[src/fpt_pkg.sv]
// Constants of the parameter-table timing bytes: addresses, field
// positions, field values and the two density encodings.
// Assumes one consumer clock domain; holds no logic.
package fpt_pkg;

  // ------------------------------------------------------------------
  // Relative byte addresses
  // ------------------------------------------------------------------
  localparam logic [7:0] ADDR_DW11_B0 = 8'h28; // Dword 11, bits 7:0
  localparam logic [7:0] ADDR_DW11_B1 = 8'h29; // Dword 11, bits 15:8
  localparam logic [7:0] ADDR_DW11_B2 = 8'h2A; // Dword 11, bits 23:16
  localparam logic [7:0] ADDR_DW11_B3 = 8'h2B; // Dword 11, bits 31:24
  localparam logic [7:0] ADDR_DW12_B0 = 8'h2C; // Dword 12, bits 7:0

  // ------------------------------------------------------------------
  // Dword 11 field positions (low bit of each field)
  // ------------------------------------------------------------------
  localparam int POS_RSVD = 31;       // Reserved, reads one
  localparam int POS_CE_UNIT = 29;    // Chip erase unit, 2 bits
  localparam int POS_CE_CNT = 24;     // Chip erase count, 5 bits
  localparam int POS_AB_UNIT = 23;    // Additional byte unit
  localparam int POS_AB_CNT = 19;     // Additional byte count, 4 bits
  localparam int POS_FB_UNIT = 18;    // First byte unit
  localparam int POS_FB_CNT = 14;     // First byte count, 4 bits
  localparam int POS_PP_UNIT = 13;    // Page program unit
  localparam int POS_PP_CNT = 8;      // Page program count, 5 bits
  localparam int POS_PG_EXP = 4;      // Page size exponent, 4 bits
  localparam int POS_PP_MUL = 0;      // Max/typ multiplier count, 4 bits

  // ------------------------------------------------------------------
  // Dword 11 field values
  // ------------------------------------------------------------------
  localparam logic RSVD_VAL = 1'h1;
  localparam logic AB_UNIT_VAL = 1'h0;          // 1 us
  localparam logic [3:0] AB_CNT_VAL = 4'h5;     // 6 units
  localparam logic FB_UNIT_VAL = 1'h0;          // 1 us
  localparam logic [3:0] FB_CNT_VAL = 4'h7;     // 8 units
  localparam logic PP_UNIT_VAL = 1'h1;          // 64 us
  localparam logic [4:0] PP_CNT_VAL = 5'h04;    // 5 units
  localparam logic [3:0] PG_EXP_VAL = 4'h8;     // 256 byte page
  localparam logic [3:0] PP_MUL_VAL = 4'h1;     // 4x typical

  // Chip erase unit codes
  localparam logic [1:0] CE_UNIT_16MS = 2'h0;
  localparam logic [1:0] CE_UNIT_256MS = 2'h1;
  localparam logic [1:0] CE_UNIT_4S = 2'h2;
  localparam logic [1:0] CE_UNIT_64S = 2'h3;

  // Chip erase per density
  localparam logic [4:0] CE_CNT_128 = 5'h11;    // 18 x 4 s
  localparam logic [4:0] CE_CNT_256 = 5'h02;    // 3 x 64 s

  // ------------------------------------------------------------------
  // Whole bytes as read, and the suspend indicator
  // ------------------------------------------------------------------
  localparam logic [7:0] DW11_B0_VAL = 8'h81;
  localparam logic [7:0] DW11_B1_VAL = 8'hE4;
  localparam logic [7:0] DW11_B2_VAL = 8'h29;
  localparam logic [7:0] DW11_B3_128 = 8'hD1;
  localparam logic [7:0] DW11_B3_256 = 8'hE2;
  localparam logic [7:0] DW12_B0_VAL = 8'hCC;
  localparam logic SUSP_UNSUP_VAL = 1'h0;       // 0: suspend supported
  localparam logic [7:0] MISS_VAL = 8'h00;      // Outside this block

endpackage

[src/fpt_byte_sel.sv]
// Combinational builder of dword 11 and byte selector for the window.
// Assumes addr and dens_256 are stable in the sys_clk domain.
`timescale 1ns/10ps
`default_nettype none
module fpt_byte_sel (
  input wire logic [7:0] addr,
  input wire logic dens_256,
  output logic [7:0] byte_out,
  output logic hit
);

  // ------------------------------------------------------------------
  // Dword assembly
  // ------------------------------------------------------------------
  // Erase fields depend on the density variant
  wire logic [1:0] ce_unit;
  wire logic [4:0] ce_cnt;
  wire logic [31:0] dword11;

  assign ce_unit = dens_256 ? fpt_pkg::CE_UNIT_64S : fpt_pkg::CE_UNIT_4S;
  assign ce_cnt = dens_256 ? fpt_pkg::CE_CNT_256 : fpt_pkg::CE_CNT_128;

  // reserved bit on top
  // Packed field by field so the encodings stay visible
  assign dword11 = {fpt_pkg::RSVD_VAL, ce_unit, ce_cnt,
                    fpt_pkg::AB_UNIT_VAL, fpt_pkg::AB_CNT_VAL,
                    fpt_pkg::FB_UNIT_VAL, fpt_pkg::FB_CNT_VAL,
                    fpt_pkg::PP_UNIT_VAL, fpt_pkg::PP_CNT_VAL,
                    fpt_pkg::PG_EXP_VAL, fpt_pkg::PP_MUL_VAL};

  // ------------------------------------------------------------------
  // Byte select
  // ------------------------------------------------------------------
  // Ascending address returns ascending significance
  wire logic sel_b0;
  wire logic sel_b1;
  wire logic sel_b2;
  wire logic sel_b3;
  wire logic sel_c0;

  assign sel_b0 = (addr == fpt_pkg::ADDR_DW11_B0);
  assign sel_b1 = (addr == fpt_pkg::ADDR_DW11_B1);
  assign sel_b2 = (addr == fpt_pkg::ADDR_DW11_B2);
  assign sel_b3 = (addr == fpt_pkg::ADDR_DW11_B3);
  assign sel_c0 = (addr == fpt_pkg::ADDR_DW12_B0);

  assign hit = sel_b0 | sel_b1 | sel_b2 | sel_b3 | sel_c0;
  assign byte_out = sel_b0 ? dword11[7:0] :
                    sel_b1 ? dword11[15:8] :
                    sel_b2 ? dword11[23:16] :
                    sel_b3 ? dword11[31:24] :
                    sel_c0 ? fpt_pkg::DW12_B0_VAL : fpt_pkg::MISS_VAL;

endmodule
`default_nettype wire

[src/fpt_param_table.sv]
// Read port for the timing bytes of the flash parameter table.
// Assumes the read command decoder runs on sys_clk and issues one-cycle
// read requests; the density strap is an asynchronous board pin.
//
// What this block does
// - First byte unit bit reads 0
// - First byte count reads 0111b
// - Page program unit bit reads 1
// - Page program count reads 00100b
// - Page size exponent reads 1000b
// - Max page multiplier count reads 0001b
// - Byte 2Ah reads 29h
// - Chip erase unit code in bits 30:29
// - Small variant byte 2Bh reads D1h
// - Large variant byte 2Bh reads E2h
// - Reserved bit 31 always reads one
// - Byte 2Ch CCh, suspend supported flag 0
`timescale 1ns/10ps
`default_nettype none
module fpt_param_table (
  input wire logic sys_clk,
  input wire logic nrst,
  input wire logic rd_req,
  input wire logic [7:0] rd_addr,
  input wire logic dens_256_pin,
  output logic rd_valid,
  output logic [7:0] rd_data,
  output logic rd_hit,
  output logic susp_unsup
);

  // ------------------------------------------------------------------
  // Declarations
  // ------------------------------------------------------------------
  logic dens_s1_ff;        // First strap flop, read only by second
  logic dens_s2_ff;        // Synchronised density strap
  logic rd_valid_ff;       // Answer strobe
  logic [7:0] rd_data_ff;  // Answer byte
  logic rd_hit_ff;         // Answer address was in this window
  logic susp_unsup_ff;     // Suspend indicator, constant
  logic [7:0] nxt_rd_data; // Byte for the pending request
  logic nxt_rd_hit;        // Hit for the pending request
  wire logic [7:0] sel_byte; // Selector output
  wire logic sel_hit;        // Selector hit

  // ------------------------------------------------------------------
  // Density strap synchroniser
  // ------------------------------------------------------------------
  // The strap is a pin; two flops before anything looks at it
  always_ff @(posedge sys_clk or negedge nrst) begin
    if (!nrst) begin
      dens_s1_ff <= 1'b0;
      dens_s2_ff <= 1'b0;
    end else begin
      dens_s1_ff <= dens_256_pin;
      dens_s2_ff <= dens_s1_ff;
    end
  end

  // ------------------------------------------------------------------
  // Byte selection
  // ------------------------------------------------------------------
  // byte selector for the window
  // constant table lookup
  // The table is pure wiring; nothing in here can be written
  fpt_byte_sel u_sel (
    .addr(rd_addr),
    .dens_256(dens_s2_ff),
    .byte_out(sel_byte),
    .hit(sel_hit)
  );

  // Hold the last answer between requests so the bus stays quiet
  assign nxt_rd_data = rd_req ? sel_byte : rd_data_ff;
  assign nxt_rd_hit = rd_req ? sel_hit : rd_hit_ff;

  // ------------------------------------------------------------------
  // Answer registers
  // ------------------------------------------------------------------
  // one byte per request
  // Each request answers on the next edge; back to back is allowed
  always_ff @(posedge sys_clk or negedge nrst) begin
    if (!nrst) begin
      rd_valid_ff <= 1'b0;
      rd_data_ff <= fpt_pkg::MISS_VAL;
      rd_hit_ff <= 1'b0;
    end else begin
      rd_valid_ff <= rd_req;
      rd_data_ff <= nxt_rd_data;
      rd_hit_ff <= nxt_rd_hit;
    end
  end

  // suspend supported flag
  // Kept in a flop so every output leaves a register
  always_ff @(posedge sys_clk or negedge nrst) begin
    if (!nrst) begin
      susp_unsup_ff <= fpt_pkg::SUSP_UNSUP_VAL;
    end else begin
      susp_unsup_ff <= fpt_pkg::SUSP_UNSUP_VAL;
    end
  end

  // ------------------------------------------------------------------
  // Outputs
  // ------------------------------------------------------------------
  assign rd_valid = rd_valid_ff;
  assign rd_data = rd_data_ff;
  assign rd_hit = rd_hit_ff;
  assign susp_unsup = susp_unsup_ff;
endmodule
`default_nettype wire

[config.mk]
export PLATFORM = sky130hd
export DESIGN_NAME = fpt_param_table
export DESIGN_NICKNAME = d
export VERILOG_FILES = /design/src/fpt_pkg.sv /design/src/fpt_byte_sel.sv /design/src/fpt_param_table.sv
export SDC_FILE = /design/constraint.sdc
export NUM_CORES = 1
export LEC_CHECK = 0
export BUFFER_PORTS_ARGS = -buffer_cell sky130_fd_sc_hd__clkbuf_2
export CORE_AREA = 10 10 47 49
export DETAILED_ROUTE_END_ITERATION = 10
export DIE_AREA = 0 0 57 59
export PLACE_DENSITY = 0.72
export SETUP_SLACK_MARGIN = 0.15
export SKIP_LAST_GASP = 1
export SYNTH_ARGS = -nofsm -noshare
export SYNTH_HDL_FRONTEND = slang
export SYNTH_SLANG_ARGS = --single-unit
export TNS_END_PERCENT = 20
[constraint.sdc]
create_clock -name sys_clk -period 1 [get_ports sys_clk]
set_clock_uncertainty 0.1 [all_clocks]
set_input_delay 0.3 -clock sys_clk [delete_from_list [all_inputs] [get_ports sys_clk]]
set_output_delay 0.3 -clock sys_clk [all_outputs]
set_load 0.03 [all_outputs]
# Word level (Yosys, flattened, before mapping)
# Index checks and enable logic that the tools add are counted.
[word_totals]
elab_cells = 21
in_bits = 12
ff_bits = 12
[op_classes]
muxes = 7
n_eq_ne = 5
bitwise = 4
[ops]
columns = ["cell", "n"]
rows = [
  ["8-bit by 6-bit equality test with 1-bit output (second input constant)", 5],
  ["8-bit two-way mux", 5],
  ["5-bit two-way mux", 1],
  ["1-bit bitwise OR", 4],
  ["1-bit two-way mux", 1],
]

# Logic depth before layout (Yosys ltp)
# Gate-level depths: netlist of run 1.
[depth]
ltp_word = 6
ltp_mapped = 4
ltp_nobuf = 3

# Cells and area by module
# A second synthesis of run 1 with hierarchy kept.
[hier_totals]
cells_unflattened = 45
hier_area_um2 = 615.6
[by_module_without_submodules]
columns = ["module", "cells_per_inst", "area_each_um2", "n_inst"]
rows = [
  ["fpt_param_table", 24, 457.9, 1],
  ["fpt_byte_sel", 21, 157.7, 1],
]

# Least setup slack after synthesis of run 1
# OpenSTA, ideal clock, no wires.
[synth_timing]
path_type = "input -> register"
startpoint = "input rd_req"
endpoint = "register rd_data_ff[2] (netlist: rd_data[2])"
t_arrival_ps = 1016
cell_stages = 4
path_buffers = 1
setup_slack_ps = -211
cell_sequence = "buf_6 and4bb_4 nand3b_4 o32ai_2"
[synth_lines]
columns = ["item", "line_no", "source"]
rows = [
  ["start: declaration", "fpt_param_table.sv:23", "input wire logic rd_req,"],
  ["end signal: assignment", "fpt_param_table.sv:85", "rd_data_ff <= fpt_pkg::MISS_VAL;"],
  ["end signal: assignment", "fpt_param_table.sv:89", "rd_data_ff <= nxt_rd_data;"],
  ["end: declaration", "fpt_param_table.sv:38", "logic [7:0] rd_data_ff;"],
]

# Final worst setup path of run 1
[layout_timing]
startpoint = "register rd_data_ff[2] (netlist: rd_data[2])"
endpoint = "output rd_data[2]"
[layout_lines]
columns = ["item", "line_no", "source"]
rows = [
  ["end: declaration", "fpt_param_table.sv:27", "output logic [7:0] rd_data,"],
]
# No word-level cell between the ends.

==> impl_metrics.toml, run 1 <==
[run_status]
status = "finished, violations left"
violations = "setup timing"

[final_layout]
drive_gt1_share_pct = 51.25
final_util_pct = 59.91
synthToLayoutAreaGrowth_pct = 47.47
nFillCells = 135
final_area_um2 = 839.6
diodes = 0
nets = 93

[detailed_routing]
drc_errors = 0
dr.pass1.iters = 4
wl_um = 1334
routed_via_density = 4.625
wl_per_cell_um = 13.90
drt.antenna.violating_nets = 0
via_count = 444
drt_iter0_drc = 2

[setup_path]
crit_buf_inv = 1
cp.arrival_ns = 0.83
cp.required_ns = 0.60
crit_slowest_cell = "dfrtp_1"
critical-path-top-delay-family = "flip-flops"
crit_path_max_incr_delay_ns = 0.40
r2r.worst_path.cells = 3
cp_max_fo = 2
cp.depth = 1
cp-end-kind = "output port"
cp_cell_sequence = "clkbuf_8"
start_kind = "register"
critPathKind = "reg2out"

[place]
dp_hpwl_um = 1036
placed_cell_area_um2 = 728.2
place_congestion = 0.7895
port_buffers = 21
dp_slack_ns = -0.3054

[power_and_ir_drop]
max-vdd-ir-drop_mv = 0.7478
power.total_mw = 1.019
cellPowerDensity_nw_per_um2 = 1214
p_leak_nw = 0.4230

[floorplan]
rows = 14
start_util_pct = 40.63
die_h_um = 59
dieArea_um2 = 3363
core_um2 = 1401
die_w_um = 57
io_pins = 23

[global_route]
grt_pass1_vias = 488
gr-total-overflow = 0
antenna_found_initial = 0
grt_pass1_wl_um = 2214
grtUsageTotal_pct = 8.308
grt_max_degree = 13

[timing]
finalWorstSetupSlack_ns = -0.2301
min_period_over_period_pct = 123.0
rsz0062_at_grt = "true"
fin_crit_ns = 1.230
fmax_ghz = 0.8129
setup_violations = 13
finalHoldViolCount = 0
final-max-slew-violation-count = 0

[clocking]
clk_pin_slew_ns = 0.08
cts_root_buf = "clkbuf_4"
cts_inserted_buffers = 3
cts.sinks = 12
clkLatencyLatePin_ns = 0.26
cts_tree = "done"
cts_buffer_depth = 2
htreeDepth = 1

[synthesis]
avgSynthCellArea_um2 = 11.86
synthDistinctLibCells = 18
yosysMostFrequentCell = "dfrtp_1"
yosysTopAreaCell = "dfrtp_1"
postSynthCellCount = 48
synth-edff-count = 0
synthTopCellsByArea = "dfrtp_1 53%, o32ai_2 8.6%, inv_1 6.6%"
synth_seq_area_share_pct = 52.75
synth_top_area_share_pct = 52.75
synthFlopType = "dfrtp_1"
synth-seq-cells = 12
synth_area_um2 = 569.3
synth_warnings = 0
syn_nets = 60
async_reset_ff_share_pct = 100.0
yosys-top-cells-count = "12 x dfrtp_1, 10 x inv_1, 4 x o22ai_1"

[worst_hold_path]
worstHoldPathCells = 1
hold_class = "in2reg"

[flow_run]
max_cap_violations = 0
## flip-flops by register name (all words and copies together) (netlist names)
register / count
rd_data: 8
dens_s1_ff: 1
dens_s2_ff: 1
rd_hit: 1
rd_valid: 1
## cell usage in the layout (no fill, tap or decap)
master / n
dlygate4sd3_1: 1
clkbuf_4: 4
xnor2_1: 2
nor2_1: 3
and4bb_4: 1
buf_8: 3
nand2_4: 1
nand3b_4: 1
nand2_1: 1
o32ai_2: 4
buf_4: 8
clkbuf_8: 3
conb_1: 1
a21oi_1: 1
buf_2: 1
nor3b_2: 1
o22ai_1: 4
nor2b_1: 2
o32ai_1: 1
inv_1: 10
a21boi_0: 1
dfrtp_1: 12
clkbuf_2: 14
## per-layer routing
metal | share of wire [%] | wire (um) | track usage [%] | vias to the layer above
met4 | 0.90 | 12 | 5.034 | 0
met3 | 12 | 158 | 5.150 | 2
met1 | 38 | 509 | 8.957 | 204
met2 | 49 | 653 | 12.09 | 14
met5 | 0 | 0 | 0 | -
li1 | - | - | - | 224
## area by class of cell
| class | count | area (um2) | area share (%) |
|---|---|---|---|
| Multi-Input combinational cell | 24 | 220.2 | 26.23 |
| Timing Repair Buffer | 30 | 225.2 | 26.83 |
| Inverter | 10 | 37.54 | 4.471 |
| Tap cell | 16 | 20.02 | 2.385 |
| Sequential cell | 12 | 300.3 | 35.77 |
| Clock buffer | 4 | 36.28 | 4.322 |
## where the power goes
part / leakage [nW] / internal [mW] / switching (mW)
logic: 0.242 / 0.0643 / 0.0750
registers: 0.160 / 0.494 / 0.00480
clock network: 0.0210 / 0.221 / 0.160
total: 0.423 / 0.779 / 0.240
## cell families (layout without fill, tap and decap cells)
family                 after synthesis  after routing  synth area share [%]
XOR/XNOR                             2              2                 3.077
buffers and inverters               12             44                 9.891
other                                1              1                0.6587
flip-flops                          12             12                 52.75
AO/OA/AOI/OAI                       11             11                 18.24
AND/OR/NAND/NOR                     10             10                 15.38
## through the flow
stage / hold slack (ns) / cells / TNS, ns
after floorplan: -0.09559 / 48 / -1.023
after global placement: 0.09734 / 89 / -1.919
after detailed placement: 0.1080 / 89 / -2.149
after CTS: 0.02928 / 95 / -2.376
after global routing: 0.02004 / 96 / -2.699
final: 0.03618 / 96 / -2.239
## final timing paths
path / from / end / slack, ns
worst max-delay path: rd_data[2] / rd_data[2] / -0.23
worst min-delay path: dens_256_pin / dens_s1_ff / 0.04
worst max register to register: dens_s2_ff / rd_data[0] / 0.08
worst min register to register: dens_s1_ff / dens_s2_ff / 0.25
max in group asynchronous: nrst / dens_s1_ff / 0.22
min in group asynchronous: nrst / rd_hit / 0.35
## repair_timing
action	CTS	global route
setup endpoints to repair	19	19
setup buffers	1	1
hold buffers	1	0
resized for setup	11	4
endpoints found under the hold margin	12	0
(Power assumes the default switching activity.)
==> run 2, diff against run 1 <==
==> constraint.sdc (replaced) <==
create_clock -name sys_clk -period 1 [get_ports sys_clk]
set_clock_uncertainty 0.1 [all_clocks]
set_input_delay 0.05 -clock sys_clk [delete_from_list [all_inputs] [get_ports sys_clk]]
set_output_delay 0.05 -clock sys_clk [all_outputs]
set_load 0.03 [all_outputs]
==> impl_metrics.toml, run 2 (synthesis results as in run 1) <==
[timing]
finalHoldViolCount = 2
setup_violations = 0
rsz0062_at_grt = "true"
min_period_over_period_pct = 97.88
finalWorstSetupSlack_ns = 0.02120
final-max-slew-violation-count = 0
whs_ns = -0.03475
fin_crit_ns = 0.9788
fmax_ghz = 1.022

[detailed_routing]
drc_errors = 0
drt.antenna.violating_nets = 0
wl_per_cell_um = 12.80
wl_um = 1229
dr.pass1.iters = 4
drt_iter0_drc = 3
via_count = 436
routed_via_density = 4.542

[clocking]
htreeDepth = 1
cts_root_buf = "clkbuf_4"
cts.sinks = 12
holdBufCountCts = 2
clk_pin_slew_ns = 0.08
clkLatencyLatePin_ns = 0.26
cts_tree = "done"
cts_buffer_depth = 2
cts_inserted_buffers = 3

[setup_path]
cp_cell_sequence = "buf_4"
r2r_slack_ns = 0.12
crit_path_max_incr_delay_ns = 0.39
crit_slowest_cell = "dfrtp_1"
cp-end-kind = "output port"
critical-path-top-delay-family = "flip-flops"
crit_buf_inv = 1
start_kind = "register"
cp.required_ns = 0.85
cp.arrival_ns = 0.83
critPathKind = "reg2out"
cp_max_fo = 2

[run_status]
status = "finished, violations left"
violations = "hold timing"

[global_route]
met3_usage_pct = 3.648
antenna_found_initial = 0
grt_pass1_vias = 462
grt.busiest_layer = "met2"
use_met1_pct = 9.459
grt_pass1_wl_um = 2097
grt_max_degree = 13
use_met2_pct = 10.85
gr-total-overflow = 0
grtUsageTotal_pct = 7.962

[power_and_ir_drop]
p_leak_nw = 0.4220
max-vdd-ir-drop_mv = 0.8881
cellPowerDensity_nw_per_um2 = 1218
power.total_mw = 1.006

[final_layout]
multiInputGateArea_um2 = 212.7
final_area_um2 = 825.8
synthToLayoutAreaGrowth_pct = 45.05
nFillCells = 129
ff_latch_area_um2 = 300.3
largest_reg_flops = 8
drive_gt1_share_pct = 48.75
final_cell_mix = "12 x dfrtp_1, 12 x clkbuf_2, 10 x inv_1"
diodes = 0
nets = 93

[place]
port_buffers = 21
dp_hpwl_um = 960.6
place_congestion = 0.7946
placed_cell_area_um2 = 698.2
dp_slack_ns = -0.06425

[floorplan]
start_util_pct = 40.63
dieArea_um2 = 3363
die_w_um = 57
rows = 14
core_um2 = 1401
io_pins = 23
die_h_um = 59

[flow_run]
max_cap_violations = 0

[worst_hold_path]
hold_class = "in2reg"
==> run 2: cell count changes in the layout (fill, tap and decap cells not counted), sizes merged <==
cell,delta
clkbuf,-5
buf,+4
dlygate4sd3,+1
==> run 2: timing repair <==
action,4_1_cts,5_1_grt
endpoints found under the hold margin,15,2
setup buffers,0,4
setup endpoints to repair,14,14
resized for setup,9,10
==> run 2: path summary, 6_finish.rpt <==
path	startpoint	endpoint	depth (start not counted)
min in group asynchronous	nrst	rd_data[6]	2
setup reg to reg	dens_s2_ff	rd_data[0]	3
setup / recovery	rd_data[2]	rd_data[2]	1
hold / removal	rd_addr[1]	rd_data[2]	2
max in group asynchronous	nrst	rd_data[5]	2
hold reg to reg	dens_s1_ff	dens_s2_ff	0
==> run 2: routing by layer <==
| layer | wire, um | share of wire, % |
|---|---|---|
| met1 | 542 | 44 |
| met2 | 555 | 45 |
| met3 | 111 | 9.0 |
| met4 | 20 | 1.6 |
| met5 | 0 | 0 |
==> run 2: per-stage QoR <==
step | TNS (ns) | util (%) | hold WS, ns | instances
2_1_floorplan | 0 | - | -0.3456 | 48
3_3_place_gp | -0.08014 | 49.82 | -0.1540 | 86
3_5_place_dp | -0.2374 | 49.82 | -0.1429 | 86
4_1_cts | 0 | 56.25 | -0.04251 | 92
5_1_grt | -0.06690 | 58.93 | -0.04021 | 96
6_report | 0 | 58.93 | -0.03475 | 96
==> run 2: cell type report <==
class / count / area share, %
Multi-Input combinational cell: 24 / 25.76
Sequential cell: 12 / 36.36
Timing Repair Buffer: 30 / 26.52
Clock buffer: 4 / 4.394
Tap cell: 16 / 2.424
Inverter: 10 / 4.545
==> run 2: where the power goes <==
part	internal [mW]	switching (mW)
Sequential	0.494	0.00474
Combinational	0.0591	0.0724
Clock	0.221	0.155
Total	0.774	0.232
==> run 3, diff against run 2 <==
- GPL_TIMING_DRIVEN: unset -> 0
- PLACE_DENSITY: 0.72 -> 0.75
==> impl_metrics.toml, run 3 (synthesis results as in run 1) <==
[run_status]
status = "finished, violations left"
violations = "hold timing"

[place]
dp_hpwl_um = 983.9
dp_slack_ns = -0.1491
place_congestion = 0.7204
port_buffers = 21

[setup_path]
cp_cell_sequence = "buf_8"
cp-end-kind = "output port"
cp.arrival_ns = 0.85
crit_slowest_cell = "dfrtp_1"
crit_path_max_incr_delay_ns = 0.42
cp.required_ns = 0.85
r2r.worst_path.cells = 3
crit_buf_inv = 1
r2r_slack_ns = 0.10
start_kind = "register"
r2r_start = "dens_s2_ff"
cp_max_fo = 2
critical-path-top-delay-family = "flip-flops"
r2r_end = "rd_data[0]"
critPathKind = "reg2out"

[final_layout]
final_util_pct = 57.86
synthToLayoutAreaGrowth_pct = 42.42
nFillCells = 131
layout_commonest_cell = "clkbuf_2"
drive_gt1_share_pct = 45.45
final_cell_mix = "14 x clkbuf_2, 12 x dfrtp_1, 10 x inv_1"
largest_reg_flops = 8
diodes = 0
nets = 90

[worst_hold_path]
hold_class = "in2reg"
worstHoldStart = "rd_addr[1]"
worstHoldPathCells = 2
hold_end = "rd_data[2]"

[power_and_ir_drop]
max-vdd-ir-drop_mv = 0.9137
cellPowerDensity_nw_per_um2 = 1263
p_leak_nw = 0.4058

[global_route]
use_met1_pct = 7.598
gr-total-overflow = 0
grtUsageTotal_pct = 8.610
use_met2_pct = 14.88
met3_usage_pct = 4.506
antenna_found_initial = 0
grt_max_degree = 13
grt_pass1_vias = 504
grt_pass1_wl_um = 2214
grt.busiest_layer = "met2"

[clocking]
cts.sinks = 12
cts_tree = "done"
cts_inserted_buffers = 3
clkLatencyLatePin_ns = 0.27
holdBufCountCts = 3
cts_root_buf = "clkbuf_4"
cts_buffer_depth = 2
htreeDepth = 1
clk_pin_slew_ns = 0.08

[timing]
finalHoldViolCount = 2
fin_crit_ns = 0.9971
setup_violations = 0
final-max-slew-violation-count = 0
min_period_over_period_pct = 99.71
fmax_ghz = 1.003
whs_ns = -0.04758
finalWorstSetupSlack_ns = 0.002925
rsz0062_at_grt = "true"

[detailed_routing]
dr.pass1.iters = 4
wl_um = 1316
drt.antenna.violating_nets = 0
routed_via_density = 4.796
drc_errors = 0
wl_per_cell_um = 14.15
drt_iter0_drc = 4
via_count = 446

[flow_run]
max_cap_violations = 0

[floorplan]
start_util_pct = 40.63
dieArea_um2 = 3363
die_w_um = 57
core_um2 = 1401
die_h_um = 59
io_pins = 23
rows = 14
==> run 3: cell types whose count changed in the layout (fill, tap and decap cells not counted), sizes merged <==
| cell | delta |
|---|---|
| dlygate4sd3 | +1 |
| clkbuf | +4 |
| buf | -8 |
==> run 3: repair_timing <==
action,CTS,global route
endpoints found under the hold margin,16,2
pin swaps,0,0
endpoints found under the setup margin,16,17
gates resized for setup,7,10
setup buffers,0,1
==> run 3: where the power goes <==
part	internal (mW)	switching, mW	total (mW)	leakage [nW]
registers	0.494	0.00471	0.499	0.160
logic	0.0612	0.0722	0.133	0.224
clock network	0.221	0.171	0.392	0.0210
==> run 3: worst max-delay path by stage <==
stage	from	cells past startpoint	slack, ns	endpoint
2_1_floorplan	rd_req	4	0.05	rd_data[2]
3_3_place_gp	rd_req	5	-0.14	rd_data[3]
3_5_place_dp	rd_req	5	-0.15	rd_data[2]
4_1_cts	rd_data[7]	1	-0.0004	rd_data[7]
5_1_grt	rd_data[7]	1	-0.03	rd_data[7]
6_report	rd_data[7]	1	0.003	rd_data[7]
==> run 3: stage by stage <==
stage / hold WS (ns) / cell area [um2] / power (mW) / TNS (ns) / std cells
after floorplan: -0.3456 / 573.1 / 0.5756 / 0 / 48
after global placement: -0.1573 / 698.2 / 0.6263 / -0.5247 / 85
after detailed placement: -0.1492 / 698.2 / 0.6297 / -0.7507 / 85
after CTS: -0.05080 / 793.3 / 1.025 / -0.0004142 / 92
after global routing: -0.04436 / 810.8 / 1.067 / -0.1732 / 93
final: -0.04758 / 810.8 / 1.024 / 0 / 93
==> run 3: cell type report <==
type | count | area (um2) | share of cell area, %
Sequential cell | 12 | 300.3 | 37.04
Multi-Input combinational cell | 24 | 212.7 | 26.23
Timing Repair Buffer | 25 | 181.4 | 22.38
Inverter | 10 | 37.54 | 4.630
Clock buffer | 4 | 36.28 | 4.475
Buffer | 2 | 22.52 | 2.778
Tap cell | 16 | 20.02 | 2.469
==> run 3: per-layer routing <==
layer  routed length [um]  share of wire (%)  vias up
li1                     -                  -      218
met1                  475                 36      208
met2                  705                 54       16
met3                  107                8.1        4
met4                   27                2.1        0
met5                    0                  0        -
